===== config.mk =====
export PLATFORM = sky130hd
export DESIGN_NAME = sscb_sram
export DESIGN_NICKNAME = d
export VERILOG_FILES = /design/src/sscb_pkg.sv /design/src/sscb_burst_addr.sv /design/src/sscb_sram.sv
export SDC_FILE = /design/constraint.sdc
export NUM_CORES = 2
export LEC_CHECK = 0
export BUFFER_PORTS_ARGS = -buffer_cell sky130_fd_sc_hd__buf_2
export CAP_MARGIN = 20
export CORE_ASPECT_RATIO = 1.5
export CORE_UTILIZATION = 42
export DETAILED_ROUTE_END_ITERATION = 12
export PLACE_DENSITY = 0.64
export SYNTH_ARGS = -nofsm -noshare
export SYNTH_HDL_FRONTEND = slang
export SYNTH_HIERARCHICAL = 1
export SYNTH_SLANG_ARGS = --single-unit

===== constraint.sdc =====
create_clock -name ref_clk_i -period 4.2 [get_ports ref_clk_i]
set_input_delay 0.21 -clock ref_clk_i [delete_from_list [all_inputs] [get_ports ref_clk_i]]
set_output_delay 0.21 -clock ref_clk_i [all_outputs]
set_load 0.005 [all_outputs]

===== src/sscb_pkg.sv =====
package sscb_pkg;
	localparam int ADDR_W = 18;
	localparam int BYTES = 4;
	localparam int BYTE_W = 9;
	localparam int DATA_W = 36;
	localparam int MEM_DEPTH = 64;
	localparam int MEM_AW = 6;
	localparam int BURST_W = 2;
	localparam int SLEEP_ENTRY_CYCLES = 2;
	localparam int CLK_PERIOD_NS = 40;
	localparam int SLEEP_RECOVERY_NS = 100;
	localparam int SLEEP_RECOVERY_CYCLES = (SLEEP_RECOVERY_NS + CLK_PERIOD_NS - 1) / CLK_PERIOD_NS;
	localparam int PARITY_BIT = 8;
	typedef enum logic [1:0] {
		SSCB_OP_DESEL,
		SSCB_OP_READ,
		SSCB_OP_WRITE
	} sscb_op_t;
endpackage


===== src/sscb_burst_addr.sv =====
`timescale 1ns/100ps
// two-bit burst counter and low-address generator
module sscb_burst_addr (
	input wire logic ref_clk_i,
	input wire logic sys_rst_i,
	input wire logic load_i,
	input wire logic step_i,
	input wire logic linear_order_n_i,
	input wire logic [sscb_pkg::BURST_W-1:0] start_i,
	output logic [sscb_pkg::BURST_W-1:0] low_addr_o
);
	logic [sscb_pkg::BURST_W-1:0] start_q;
	logic [sscb_pkg::BURST_W-1:0] count_q;
	logic [sscb_pkg::BURST_W-1:0] count_nx;

	// continue cycles use the next count, so the first continue is start plus one in linear order and start xor one in interleaved order
	assign count_nx = count_q + 2'h1;

	always_ff @(posedge ref_clk_i or posedge sys_rst_i)
	begin
		if (sys_rst_i)
		begin
			start_q <= '0;
			count_q <= '0;
		end
		else if (load_i)
		begin
			start_q <= start_i;
			count_q <= '0;
		end
		else if (step_i)
		begin
			count_q <= count_nx; // RULE_11
		end
	end

	always_comb
	begin
		if (linear_order_n_i)
			low_addr_o = start_q ^ count_nx; // RULE_13
		else
			low_addr_o = start_q + count_nx; // RULE_12
	end
endmodule


===== src/sscb_sram.sv =====
`timescale 1ns/100ps
// Operation
// RULE_01: low advance on selected edge loads address
// RULE_02: high advance steps burst counter address
// RULE_03: continue cycles repeat burst operation type
// RULE_04: deselect-continue only after a deselect cycle
// RULE_05: write with no byte enables is no-op
// RULE_06: read with output enable high is dummy
// RULE_07: drivers off during writes automatically
// RULE_08: clock enable high freezes all state; the pin synchronisers and the sleep entry and recovery logic keep running
// RULE_09: controller inserts waits via clock enable
// RULE_10: outputs high impedance during power-up
// RULE_11: two-bit counter wraps on fifth clock
// RULE_12: linear order counts modulo four
// RULE_13: interleaved order xors start with count
// RULE_14: open pins default via pulls
// RULE_15: ninth-bit enable low activates parity pins
// RULE_16: sleep entered two cycles after request
// RULE_17: asleep acts deselected, outputs high impedance
// RULE_18: controller drains operations before sleep
// RULE_19: only deselect or read during recovery
// RULE_20: selected only when all three enables active
// RULE_21: pipelined read data one edge later
// RULE_22: pipelined write data at third edge
// RULE_23: flow-through pipelines one cycle shorter
// RULE_24: each byte enable gates its lane
// RULE_25: output enable high forces high impedance
module sscb_sram (
	input wire logic ref_clk_i,
	input wire logic sys_rst_i,
	input wire logic clk_enable_n_i,
	input wire logic advance_or_load_i,
	input wire logic write_n_i,
	input wire logic [sscb_pkg::BYTES-1:0] byte_write_n_i,
	input wire logic select_a_n_i,
	input wire logic select_b_i,
	input wire logic select_c_n_i,
	input wire logic out_enable_n_i,
	input wire logic sleep_request_i,
	input wire logic sleep_request_open_i,
	input wire logic linear_order_n_i,
	input wire logic flowthrough_n_i,
	input wire logic flowthrough_n_open_i,
	input wire logic ninth_bit_enable_n_i,
	input wire logic ninth_bit_enable_n_open_i,
	input wire logic drive_select_i,
	input wire logic drive_select_open_i,
	input wire logic [sscb_pkg::ADDR_W-1:0] addr_i,
	input wire logic [sscb_pkg::DATA_W-1:0] data_i,
	output logic [sscb_pkg::DATA_W-1:0] data_o,
	output logic data_oe_o,
	output logic high_drive_o,
	output logic asleep_o
);
	// synchronised pins
	logic [5:0] pin_s1_q;
	logic [5:0] pin_s2_q;
	logic sleep_s;
	logic oe_n_s;
	logic order_s;
	logic flow_n_s;
	logic ninth_n_s;
	logic drv_s;
	// effective straps with pulls
	logic flow_n_eff;
	logic ninth_n_eff;
	logic sleep_eff;
	logic drv_eff;

	assign flow_n_eff = flowthrough_n_open_i ? 1'b1 : flowthrough_n_i; // RULE_14
	assign drv_eff = drive_select_open_i ? 1'b1 : drive_select_i; // RULE_14
	assign ninth_n_eff = ninth_bit_enable_n_open_i ? 1'b0 : ninth_bit_enable_n_i; // RULE_14
	assign sleep_eff = sleep_request_open_i ? 1'b0 : sleep_request_i; // RULE_14

	always_ff @(posedge ref_clk_i or posedge sys_rst_i)
	begin
		if (sys_rst_i)
		begin
			pin_s1_q <= '0;
			pin_s2_q <= '0;
		end
		else
		begin
			pin_s1_q <= {drv_eff, ninth_n_eff, flow_n_eff, linear_order_n_i, out_enable_n_i, sleep_eff};
			pin_s2_q <= pin_s1_q;
		end
	end
	assign {drv_s, ninth_n_s, flow_n_s, order_s, oe_n_s, sleep_s} = pin_s2_q;
	assign high_drive_o = ~drv_s;

	// sleep entry and recovery
	logic [1:0] sleep_cnt_q;
	logic asleep_q;
	logic [3:0] recov_q;
	logic active;

	always_ff @(posedge ref_clk_i or posedge sys_rst_i)
	begin
		if (sys_rst_i)
		begin
			sleep_cnt_q <= '0;
			asleep_q <= 1'b0;
			recov_q <= '0;
		end
		else if (sleep_s)
		begin
			recov_q <= '0;
			if (sleep_cnt_q == 2'(sscb_pkg::SLEEP_ENTRY_CYCLES - 1))
				asleep_q <= 1'b1; // RULE_16
			else
				sleep_cnt_q <= sleep_cnt_q + 2'h1;
		end
		else
		begin
			sleep_cnt_q <= '0;
			if (asleep_q)
			begin
				asleep_q <= 1'b0;
				recov_q <= 4'(sscb_pkg::SLEEP_RECOVERY_CYCLES);
			end
			else if (recov_q != 4'h0)
				recov_q <= recov_q - 4'h1;
		end
	end
	assign asleep_o = asleep_q;
	assign active = ~clk_enable_n_i & ~asleep_q; // RULE_08 RULE_17

	// command decode
	logic selected;
	logic any_byte;
	sscb_pkg::sscb_op_t op_q;
	sscb_pkg::sscb_op_t cmd_op;
	logic [sscb_pkg::ADDR_W-1:0] base_q;
	logic [sscb_pkg::BURST_W-1:0] low_addr;
	logic load;
	logic step;

	assign selected = ~select_a_n_i & select_b_i & ~select_c_n_i; // RULE_20
	assign any_byte = ~&byte_write_n_i;
	assign load = active & ~advance_or_load_i; // RULE_01
	assign step = active & advance_or_load_i & (op_q != sscb_pkg::SSCB_OP_DESEL); // RULE_02

	always_comb
	begin
		if (~advance_or_load_i)
		begin
			if (~selected)
				cmd_op = sscb_pkg::SSCB_OP_DESEL;
			else if (write_n_i)
				cmd_op = sscb_pkg::SSCB_OP_READ;
			else
				cmd_op = sscb_pkg::SSCB_OP_WRITE;
		end
		else
			cmd_op = op_q; // RULE_03 RULE_04
	end

	always_ff @(posedge ref_clk_i or posedge sys_rst_i)
	begin
		if (sys_rst_i)
		begin
			op_q <= sscb_pkg::SSCB_OP_DESEL;
			base_q <= '0;
		end
		else if (load)
		begin
			op_q <= cmd_op; // RULE_01
			base_q <= addr_i;
		end
	end

	sscb_burst_addr u_burst (
		.ref_clk_i(ref_clk_i),
		.sys_rst_i(sys_rst_i),
		.load_i(load),
		.step_i(step),
		.linear_order_n_i(order_s),
		.start_i(addr_i[sscb_pkg::BURST_W-1:0]),
		.low_addr_o(low_addr)
	);

	// current access address: external on load, counter on continue
	logic [sscb_pkg::MEM_AW-1:0] acc_addr;
	always_comb
	begin
		if (~advance_or_load_i)
			acc_addr = addr_i[sscb_pkg::MEM_AW-1:0];
		else
			acc_addr = {base_q[sscb_pkg::MEM_AW-1:sscb_pkg::BURST_W], low_addr};
	end

	// write pipeline: stage 1 to 2 (pipelined), data on second or third edge
	logic wr1_q;
	logic wr2_q;
	logic [sscb_pkg::BYTES-1:0] be1_q;
	logic [sscb_pkg::BYTES-1:0] be2_q;
	logic [sscb_pkg::MEM_AW-1:0] wa1_q;
	logic [sscb_pkg::MEM_AW-1:0] wa2_q;
	logic is_wr;
	logic wr_now;
	logic [sscb_pkg::BYTES-1:0] wr_be;
	logic [sscb_pkg::MEM_AW-1:0] wr_addr;

	assign is_wr = active & (cmd_op == sscb_pkg::SSCB_OP_WRITE) & (~advance_or_load_i | step);

	always_ff @(posedge ref_clk_i or posedge sys_rst_i)
	begin
		if (sys_rst_i)
		begin
			wr1_q <= 1'b0;
			wr2_q <= 1'b0;
			be1_q <= '0;
			be2_q <= '0;
			wa1_q <= '0;
			wa2_q <= '0;
		end
		else if (active)
		begin
			// writes are refused until sleep recovery has run out
			wr1_q <= is_wr & any_byte & (recov_q == 4'h0); // RULE_05 RULE_19
			be1_q <= ~byte_write_n_i;
			wa1_q <= acc_addr;
			wr2_q <= wr1_q;
			be2_q <= be1_q;
			wa2_q <= wa1_q;
		end
	end

	assign wr_now = active & (flow_n_s ? wr2_q : wr1_q); // RULE_22 RULE_23
	assign wr_be = flow_n_s ? be2_q : be1_q;
	assign wr_addr = flow_n_s ? wa2_q : wa1_q;

	// storage: one flop array per lane, so each lane has a single writer
	logic [sscb_pkg::MEM_AW-1:0] ra1_q;
	logic [sscb_pkg::DATA_W-1:0] rd_word;
	genvar gb;
	generate
		for (gb = 0; gb < sscb_pkg::BYTES; gb++)
		begin : g_lane
			logic [sscb_pkg::BYTE_W-1:0] lane_q [sscb_pkg::MEM_DEPTH];
			always_ff @(posedge ref_clk_i)
			begin
				if (wr_now & wr_be[gb]) // RULE_24
				begin
					lane_q[wr_addr] <= {
						ninth_n_s ? 1'b0 : data_i[gb*sscb_pkg::BYTE_W + sscb_pkg::PARITY_BIT], // RULE_15
						data_i[gb*sscb_pkg::BYTE_W +: sscb_pkg::PARITY_BIT]};
				end
			end
			assign rd_word[gb*sscb_pkg::BYTE_W +: sscb_pkg::BYTE_W] = lane_q[ra1_q];
		end
	endgenerate

	// read pipeline
	logic rd1_q;
	logic rd2_q;
	logic [sscb_pkg::DATA_W-1:0] dout_q;
	logic is_rd;
	logic drive;
	logic [sscb_pkg::DATA_W-1:0] par_mask;

	assign is_rd = active & (cmd_op == sscb_pkg::SSCB_OP_READ) & (~advance_or_load_i | step);

	always_ff @(posedge ref_clk_i or posedge sys_rst_i)
	begin
		if (sys_rst_i)
		begin
			rd1_q <= 1'b0;
			rd2_q <= 1'b0;
			ra1_q <= '0;
			dout_q <= '0;
		end
		else if (asleep_q)
		begin
			rd1_q <= 1'b0; // RULE_17
			rd2_q <= 1'b0;
		end
		else if (active)
		begin
			rd1_q <= is_rd & ~oe_n_s; // RULE_06
			ra1_q <= acc_addr;
			rd2_q <= rd1_q;
			dout_q <= flow_n_s ? (rd_word & par_mask) : dout_q; // RULE_21
		end
	end

	generate
		for (gb = 0; gb < sscb_pkg::BYTES; gb++)
		begin : g_par
			assign par_mask[gb*sscb_pkg::BYTE_W +: sscb_pkg::BYTE_W] =
				{~ninth_n_s, {sscb_pkg::PARITY_BIT{1'b1}}}; // RULE_15
		end
	endgenerate

	// drive: stall holds pipeline, writes and sleep force off
	assign drive = ~sys_rst_i & ~asleep_q & ~oe_n_s & ~wr_now
		& (flow_n_s ? rd2_q : rd1_q); // RULE_07 RULE_10 RULE_25
	assign data_oe_o = drive;
	assign data_o = flow_n_s ? dout_q : (rd_word & par_mask); // RULE_23

	a_sleep_entry: assert property (@(posedge ref_clk_i) disable iff (sys_rst_i) // RULE_16
		sleep_s [*2] |=> asleep_q)
		else $error("sleep not entered after two cycles");
	a_asleep_quiet: assert property (@(posedge ref_clk_i) disable iff (sys_rst_i) // RULE_17
		asleep_q |-> ~data_oe_o)
		else $error("driving while asleep");
	a_write_off: assert property (@(posedge ref_clk_i) disable iff (sys_rst_i) // RULE_07
		wr_now |-> ~data_oe_o)
		else $error("driving during write");
	a_oe_force: assert property (@(posedge ref_clk_i) disable iff (sys_rst_i) // RULE_25
		oe_n_s |-> ~data_oe_o)
		else $error("driving with output enable high");
	a_stall_hold: assert property (@(posedge ref_clk_i) disable iff (sys_rst_i) // RULE_08
		clk_enable_n_i |=> ($stable(op_q) && $stable(base_q) && $stable(rd1_q)))
		else $error("state moved on stalled edge");
	a_abort_nop: assert property (@(posedge ref_clk_i) disable iff (sys_rst_i) // RULE_05
		(active & ~advance_or_load_i & selected & ~write_n_i & ~any_byte) |=> ~wr1_q)
		else $error("write abort performed a write");
	a_pipe_read: assert property (@(posedge ref_clk_i) disable iff (sys_rst_i) // RULE_21
		(active & flow_n_s & $stable(flow_n_s) & is_rd & ~oe_n_s) ##1 (active & ~oe_n_s)
		|=> rd2_q)
		else $error("pipelined read data not staged");
	a_load_op: assert property (@(posedge ref_clk_i) disable iff (sys_rst_i) // RULE_20
		(load & ~selected) |=> (op_q == sscb_pkg::SSCB_OP_DESEL))
		else $error("load with inactive enable not deselected");
	a_recov_nowr: assert property (@(posedge ref_clk_i) disable iff (sys_rst_i) // RULE_19
		(active && recov_q != 4'h0) |=> ~wr1_q)
		else $error("write accepted during sleep recovery");
endmodule


Word level (Yosys, flattened, before mapping) --
Memories as Yosys holds them, arrays and structs flattened. Cells that the tools add are included.
Operators by class: multiplexer cells 39, eq/ne operators 5, bitwise operators 36, add/subtract/negate cells 4, reductions and logical operators 10
Operators by type and width (number):
- bitwise AND 36 bit | 1
- 2-to-1 mux 36 bit | 1
- 2-to-1 mux 1 bit | 24
- bitwise AND 1 bit | 22
- 2-to-1 mux 2 bit | 8
- 2-to-1 mux 4 bit | 4
- 2-to-1 mux 6 bit | 2
- inverter 1 bit | 10
- nonzero test 2 bit | 3
- adder 2 x 1 -> 2 bit, second input constant | 2
- equality test 2 x 1 -> 1 bit, second input constant | 2
- zero test 4 bit | 1
- inverter 4 bit | 1
- AND reduction 4 bit | 1
- nonzero test 4 bit | 1
- subtractor 4 x 1 -> 4 bit, second input constant | 1
- AND reduction 3 bit | 1
- nonzero test 3 bit | 1
- adder 2 bit | 1
- equality test 2 bit, second input constant | 1
- inequality test 2 x 1 -> 1 bit, second input constant | 1
- inequality test 2 bit, second input constant | 1
- AND reduction 2 bit | 1
- bitwise XOR 2 bit | 1
- other kinds (2) | 2
Storage, ports and cells: output and inout bits 39, memory bits (writable) 2304, bits of input ports 76, memories 4, register bits 97
Memory list:
- g_lane[0].lane_q | depth 64, bits a word 9, rd ports 1, clocked after Yosys merged registers in 0, write ports 1, RTL line sscb_sram.sv:240 | logic [sscb_pkg::BYTE_W-1:0] lane_q [sscb_pkg::MEM_DEPTH];
- g_lane[1].lane_q | depth 64, bits a word 9, rd ports 1, clocked after Yosys merged registers in 0, write ports 1, RTL line sscb_sram.sv:240
- g_lane[2].lane_q | depth 64, bits a word 9, rd ports 1, clocked after Yosys merged registers in 0, write ports 1, RTL line sscb_sram.sv:240
- g_lane[3].lane_q | depth 64, bits a word 9, rd ports 1, clocked after Yosys merged registers in 0, write ports 1, RTL line sscb_sram.sv:240

Longest topological paths before layout --
depth in word-level cells 11, depth in mapped cells 12

Modules after synthesis --
The synthesis kept the hierarchy.
Modules (own cells, without submodules):
- sscb_sram | area each 93467.1 µm², seq. area each 71463.5 µm², cells an instance 4618, times used 1
- sscb_burst_addr | area each 215.2 µm², seq. area each 100.1 µm², cells an instance 17, times used 1

Least setup slack after synthesis --
OpenSTA, ideal clock, no wires.
path kind reg2reg, start register pin_s2_q[4], end memory g_lane[0].lane_q[0][8] (netlist name) (data pin), stages on the path, launching flop included 3, arrival time 2.185 ns, setup slack 1.500 ns, library setup time 0.514 ns, cells stage by stage dfrtp_1 -> clkbuf_1 -> nor2b_1
On the way: word-level cells in the longest chain between the ends 1
Ends and longest elaborated chain:
- from (decl) | RTL line sscb_sram.sv:57 | logic [5:0] pin_s2_q;
- from (signal assigned) | RTL line sscb_sram.sv:85 | pin_s2_q <= pin_s1_q;
- 2-to-1 mux 1 bit | RTL line sscb_sram.sv:246 | ninth_n_s ? 1'b0 : data_i[gb*sscb_pkg::BYTE_W + sscb_pkg::PARITY_BIT],
- to (decl) | RTL line sscb_sram.sv:240
Every way passes these cells.

Worst setup path in the final report --
start register ra1_q[4] (netlist name), end output data_o[12] (netlist name)
On the way: word-level cells in the longest chain between the ends 3
Ends and longest elaborated chain:
- from (decl) | RTL line sscb_sram.sv:234 | logic [sscb_pkg::MEM_AW-1:0] ra1_q;
- from (signal assigned) | RTL line sscb_sram.sv:281 | ra1_q <= acc_addr;
- memory (64 x 9 bit)
- bitwise AND 36 bit | RTL line sscb_sram.sv:299 | assign data_o = flow_n_s ? dout_q : (rd_word & par_mask);
- 2-to-1 mux 36 bit | RTL line sscb_sram.sv:299
- to (decl) | RTL line sscb_sram.sv:50 | output logic [sscb_pkg::DATA_W-1:0] data_o,
Every way passes these cells.

==> impl_metrics.csv <==
group,metric,value,unit
synth,synth_top_area_cell,"edfxtp_1",
floorplan,rows,212,
cts,root_buffer,"clkbuf_16",
route,dr_total_vias,48975,
route,detail_route.wl_per_cell,32.48,um
power_and_ir_drop,p_clk_frac,0.354,
power_and_ir_drop,switching_share,0.2516,
final_layout,layout_commonest_cell,"edfxtp_1",
timing,rsz0062_at_grt,"true",
synth,seq_area_frac_synth,0.7639,
timing,fin_ws,-47.72,ps
synth,ys_seq_elements,2399,
power_and_ir_drop,p_sw,13.48,mW
status,violations,"negative setup slack",
floorplan,core-area,222000,um^2
cts,clk_pin_slew_worst_paths,60,ps
grt,grt_max_degree,71,
floorplan,start_util,0.4220,
route,vias_per_cell,5.911,
grt,grt-ovfl-total,0,
synth,syn_inst,4635,
route,drt_wl_total,269200,um
power_and_ir_drop,pwr-share-seq,0.496,
final_layout,layout.nets,5315,
route,drt_iter0_markers,5213,
hold_path,hold_class,"input port to register",
floorplan,die_area,225000,um^2
synth,syn_nets,4714,
status,status,"finished, violations left",
synth,synth_area_per_cell,20.21,um^2
grt,first_global_vias,49268,
final_layout,layout_common_cells,"edfxtp_1, mux4_2, buf_4, nor2_1, nand2_1",
timing,period_needed,4248,ps
timing,maxSlewViolCount,0,
run,maxCapViolCount,0,
worst_setup_path,critical_path_class,"register to primary output",
floorplan,die_h,580.4,um
final_layout,final_area,107700,um^2
cts,cts_buffer_depth,4,
route,drcViolationCount,0,
floorplan,num_io_pins,115,
timing,finalSetupViolCount,3,
synth,synth_edf_count,2304,
route,ant_nets,0,
grt,grt_pass1_wl,374100,um
power_and_ir_drop,powerDensity,497.9,nW/um^2
power_and_ir_drop,vdd_drop_max,0.3334,mV
timing,max_slew.worst_pin.slew,1150,ps
power_and_ir_drop,power,53.61,mW
route,first_pass_iters,6,
timing,fin_skew,59.08,ps
worst_setup_path,worstPathMaxFanout,56,
timing,max_freq,0.2354,GHz
synth,yosysWarnings,6,
placement,numPortBuffers,102,
timing,hold_viol_final,0,
power_and_ir_drop,p_int,40.12,mW
floorplan,die_w,387.6,um
grt,grtUsageTotal,0.2369,
worst_setup_path,start_kind,"register",
grt,antenna_found_initial,15,
synth,synthesis.area,93680,um^2
power_and_ir_drop,combPwrFrac,0.149,
synth,synth_cell_types,74,
synth,synth_flop_cell,"edfxtp_1",
cts,clock_sinks,2399,
timing,worst_slew_margin_rel,0.2304,
power_and_ir_drop,p_leak,35.31,nW
placement,globalplace.congestion,0.9045,
cts,htreeDepth,4,
worst_setup_path,crit_arrival,4040,ps
placement,postPlaceCellArea,99820,um^2
final_layout,drive_gt1_frac,0.2700,
cts,cts_tree,"yes",
timing,fin_crit_sh,1.011,
worst_setup_path,endpoint_kind,"primary output",
cts,numCtsBuffers,212,
cts,clk-insertion-delay-late,880,ps
synth,synthArstFlopShare,0.03960,
final_layout,fillers,17856,
synth,synth_top_area_frac,0.7385,
worst_setup_path,cp.required,3990,ps
synth,synth.area.top_cells,"edfxtp_1, mux4_2, dfrtp_1, mux2i_1, nor2_1",
final_layout,syn_to_final_growth,14.93,%
placement,dp.final_hpwl,181600,um
==> state kept, by name (all words and copies together), names as in the netlist, 2 cells and up <==
name	count
wa1_q	6
pin_s2_q	6
u_burst/start_q	2
ra1_q	6
base_q	4
dout_q	36
u_burst/count_q	2
g_lane.lane_q	2304
sleep_cnt_q	2
wa2_q	6
be2_q	4
op_q	2
pin_s1_q	6
be1_q	4
recov_q	4
==> cell usage after synthesis (24+ instances only) <==
master and instances:
a211oi_1 26, buf_2 52, edfxtp_1 2304, mux2_2 61, dfrtp_1 95, clkbuf_1 72
mux2i_1 193, nor2_1 316, buf_4 64, mux4_2 476, buf_6 48, o21ai_0 52
a21oi_1 41, a22oi_1 79, inv_1 24, nand2_1 254, o22ai_1 134, nor4_1 29
a31oi_1 31
==> power groups by stage <==
| stage | Sequential (mW) | Combinational, mW | Clock [mW] |
|---|---|---|---|
| 2_1_floorplan | 27.0 | 4.60 | 0 |
| 5_1_grt | 26.6 | 8.33 | 20.0 |
| 6_report | 26.6 | 8.01 | 19.0 |
| 4_1_cts | 26.6 | 7.93 | 19.2 |
| 3_5_place_dp | 27.2 | 7.73 | 0 |
| 3_3_place_gp | 27.2 | 7.66 | 0 |
==> metrics by stage <==
step	setup slack (ps)	util	TNS, ps	hold WS (ps)	instances
CTS	1.502	0.4820	0	3.251	8238
floorplan	1500	-	0	-23.92	4635
detailed placement	255.1	0.4496	0	155.4	7816
global route	-43.31	0.4850	-209.4	30.01	8284
global placement	219.0	0.4495	0	146.8	7813
finish	-47.72	0.4850	-64.50	12.05	8286
==> cell families after synthesis <==
family                   count (synthesis)  synth area share
adder cells (fa/ha/maj)                  3         0.0004007
buffers and inverters                  287           0.02092
flip-flops                            2399            0.7639
multiplexers                           749            0.1477
AND/OR/NAND/NOR                        740           0.03434
AO/OA/AOI/OAI                          451           0.03203
XOR/XNOR                                 6         0.0007078
==> worst max-delay path, stage by stage (launching register included) <==
cell and delay (ps):
dfrtp_4 650, buf_16 370, or3_1 630, o22ai_1 210
a211oi_1 420, a21oi_1 170, o311ai_1 140, buf_4 240
o21ai_0 90, buf_2 210
==> worst paths after layout <==
path | cells after the start | slack, ps | endpoint | from
worst max-delay path | 9 | -50 | data_o[12] | ra1_q[4]$_DFFE_PP0P_
worst min-delay path | 2 | 10 | g_lane[2].lane_q[1][1]$_DFFE_PP_ | data_i[19]
worst min register to register | 0 | 350 | pin_s2_q[0]$_DFF_PP0_ | pin_s1_q[0]$_DFF_PP0_
worst max register to register | 5 | 830 | g_lane[2].lane_q[7][5]$_DFFE_PP_ | asleep_o$_DFFE_PP0P_
max in group asynchronous | 5 | 2720 | dout_q[3]$_DFFE_PP0P_ | sys_rst_i
min in group asynchronous | 4 | 480 | u_burst/start_q[1]$_DFFE_PP0P_ | sys_rst_i
==> timing repair <==
action | CTS | global route
hold buffers | 43 | 18
gates resized for setup | 10 | 17
setup buffers | 13 | 0
gates cloned | 0 | 1
pin swaps | 0 | 1
endpoints found under the setup margin | 33 | 17
endpoints found under the hold margin | 278 | 849
==> final cells by class <==
cell class | count | area, um^2 | area share
multi-input combinational | 1949 | 20300 | 0.1885
tap | 2889 | 3615 | 0.03357
timing repair buffer | 645 | 5479 | 0.05089
clock buffer | 263 | 5592 | 0.05193
antenna | 9 | 22.52 | 0.0002092
clock inverter | 103 | 969.7 | 0.009006
inverter | 29 | 116.4 | 0.001081
sequential | 2399 | 71580 | 0.6648
==> metal layers <==
| metal | global-route usage | up-vias | share of wire |
|---|---|---|---|
| li1 | - | 20200 | - |
| met1 | 0.2698 | 25884 | 0.34 |
| met2 | 0.4144 | 2270 | 0.52 |
| met3 | 0.03753 | 613 | 0.070 |
| met4 | 0.1508 | 8 | 0.074 |
| met5 | 0 | - | 0.00018 |
Power figures use the tool's default switching activity.
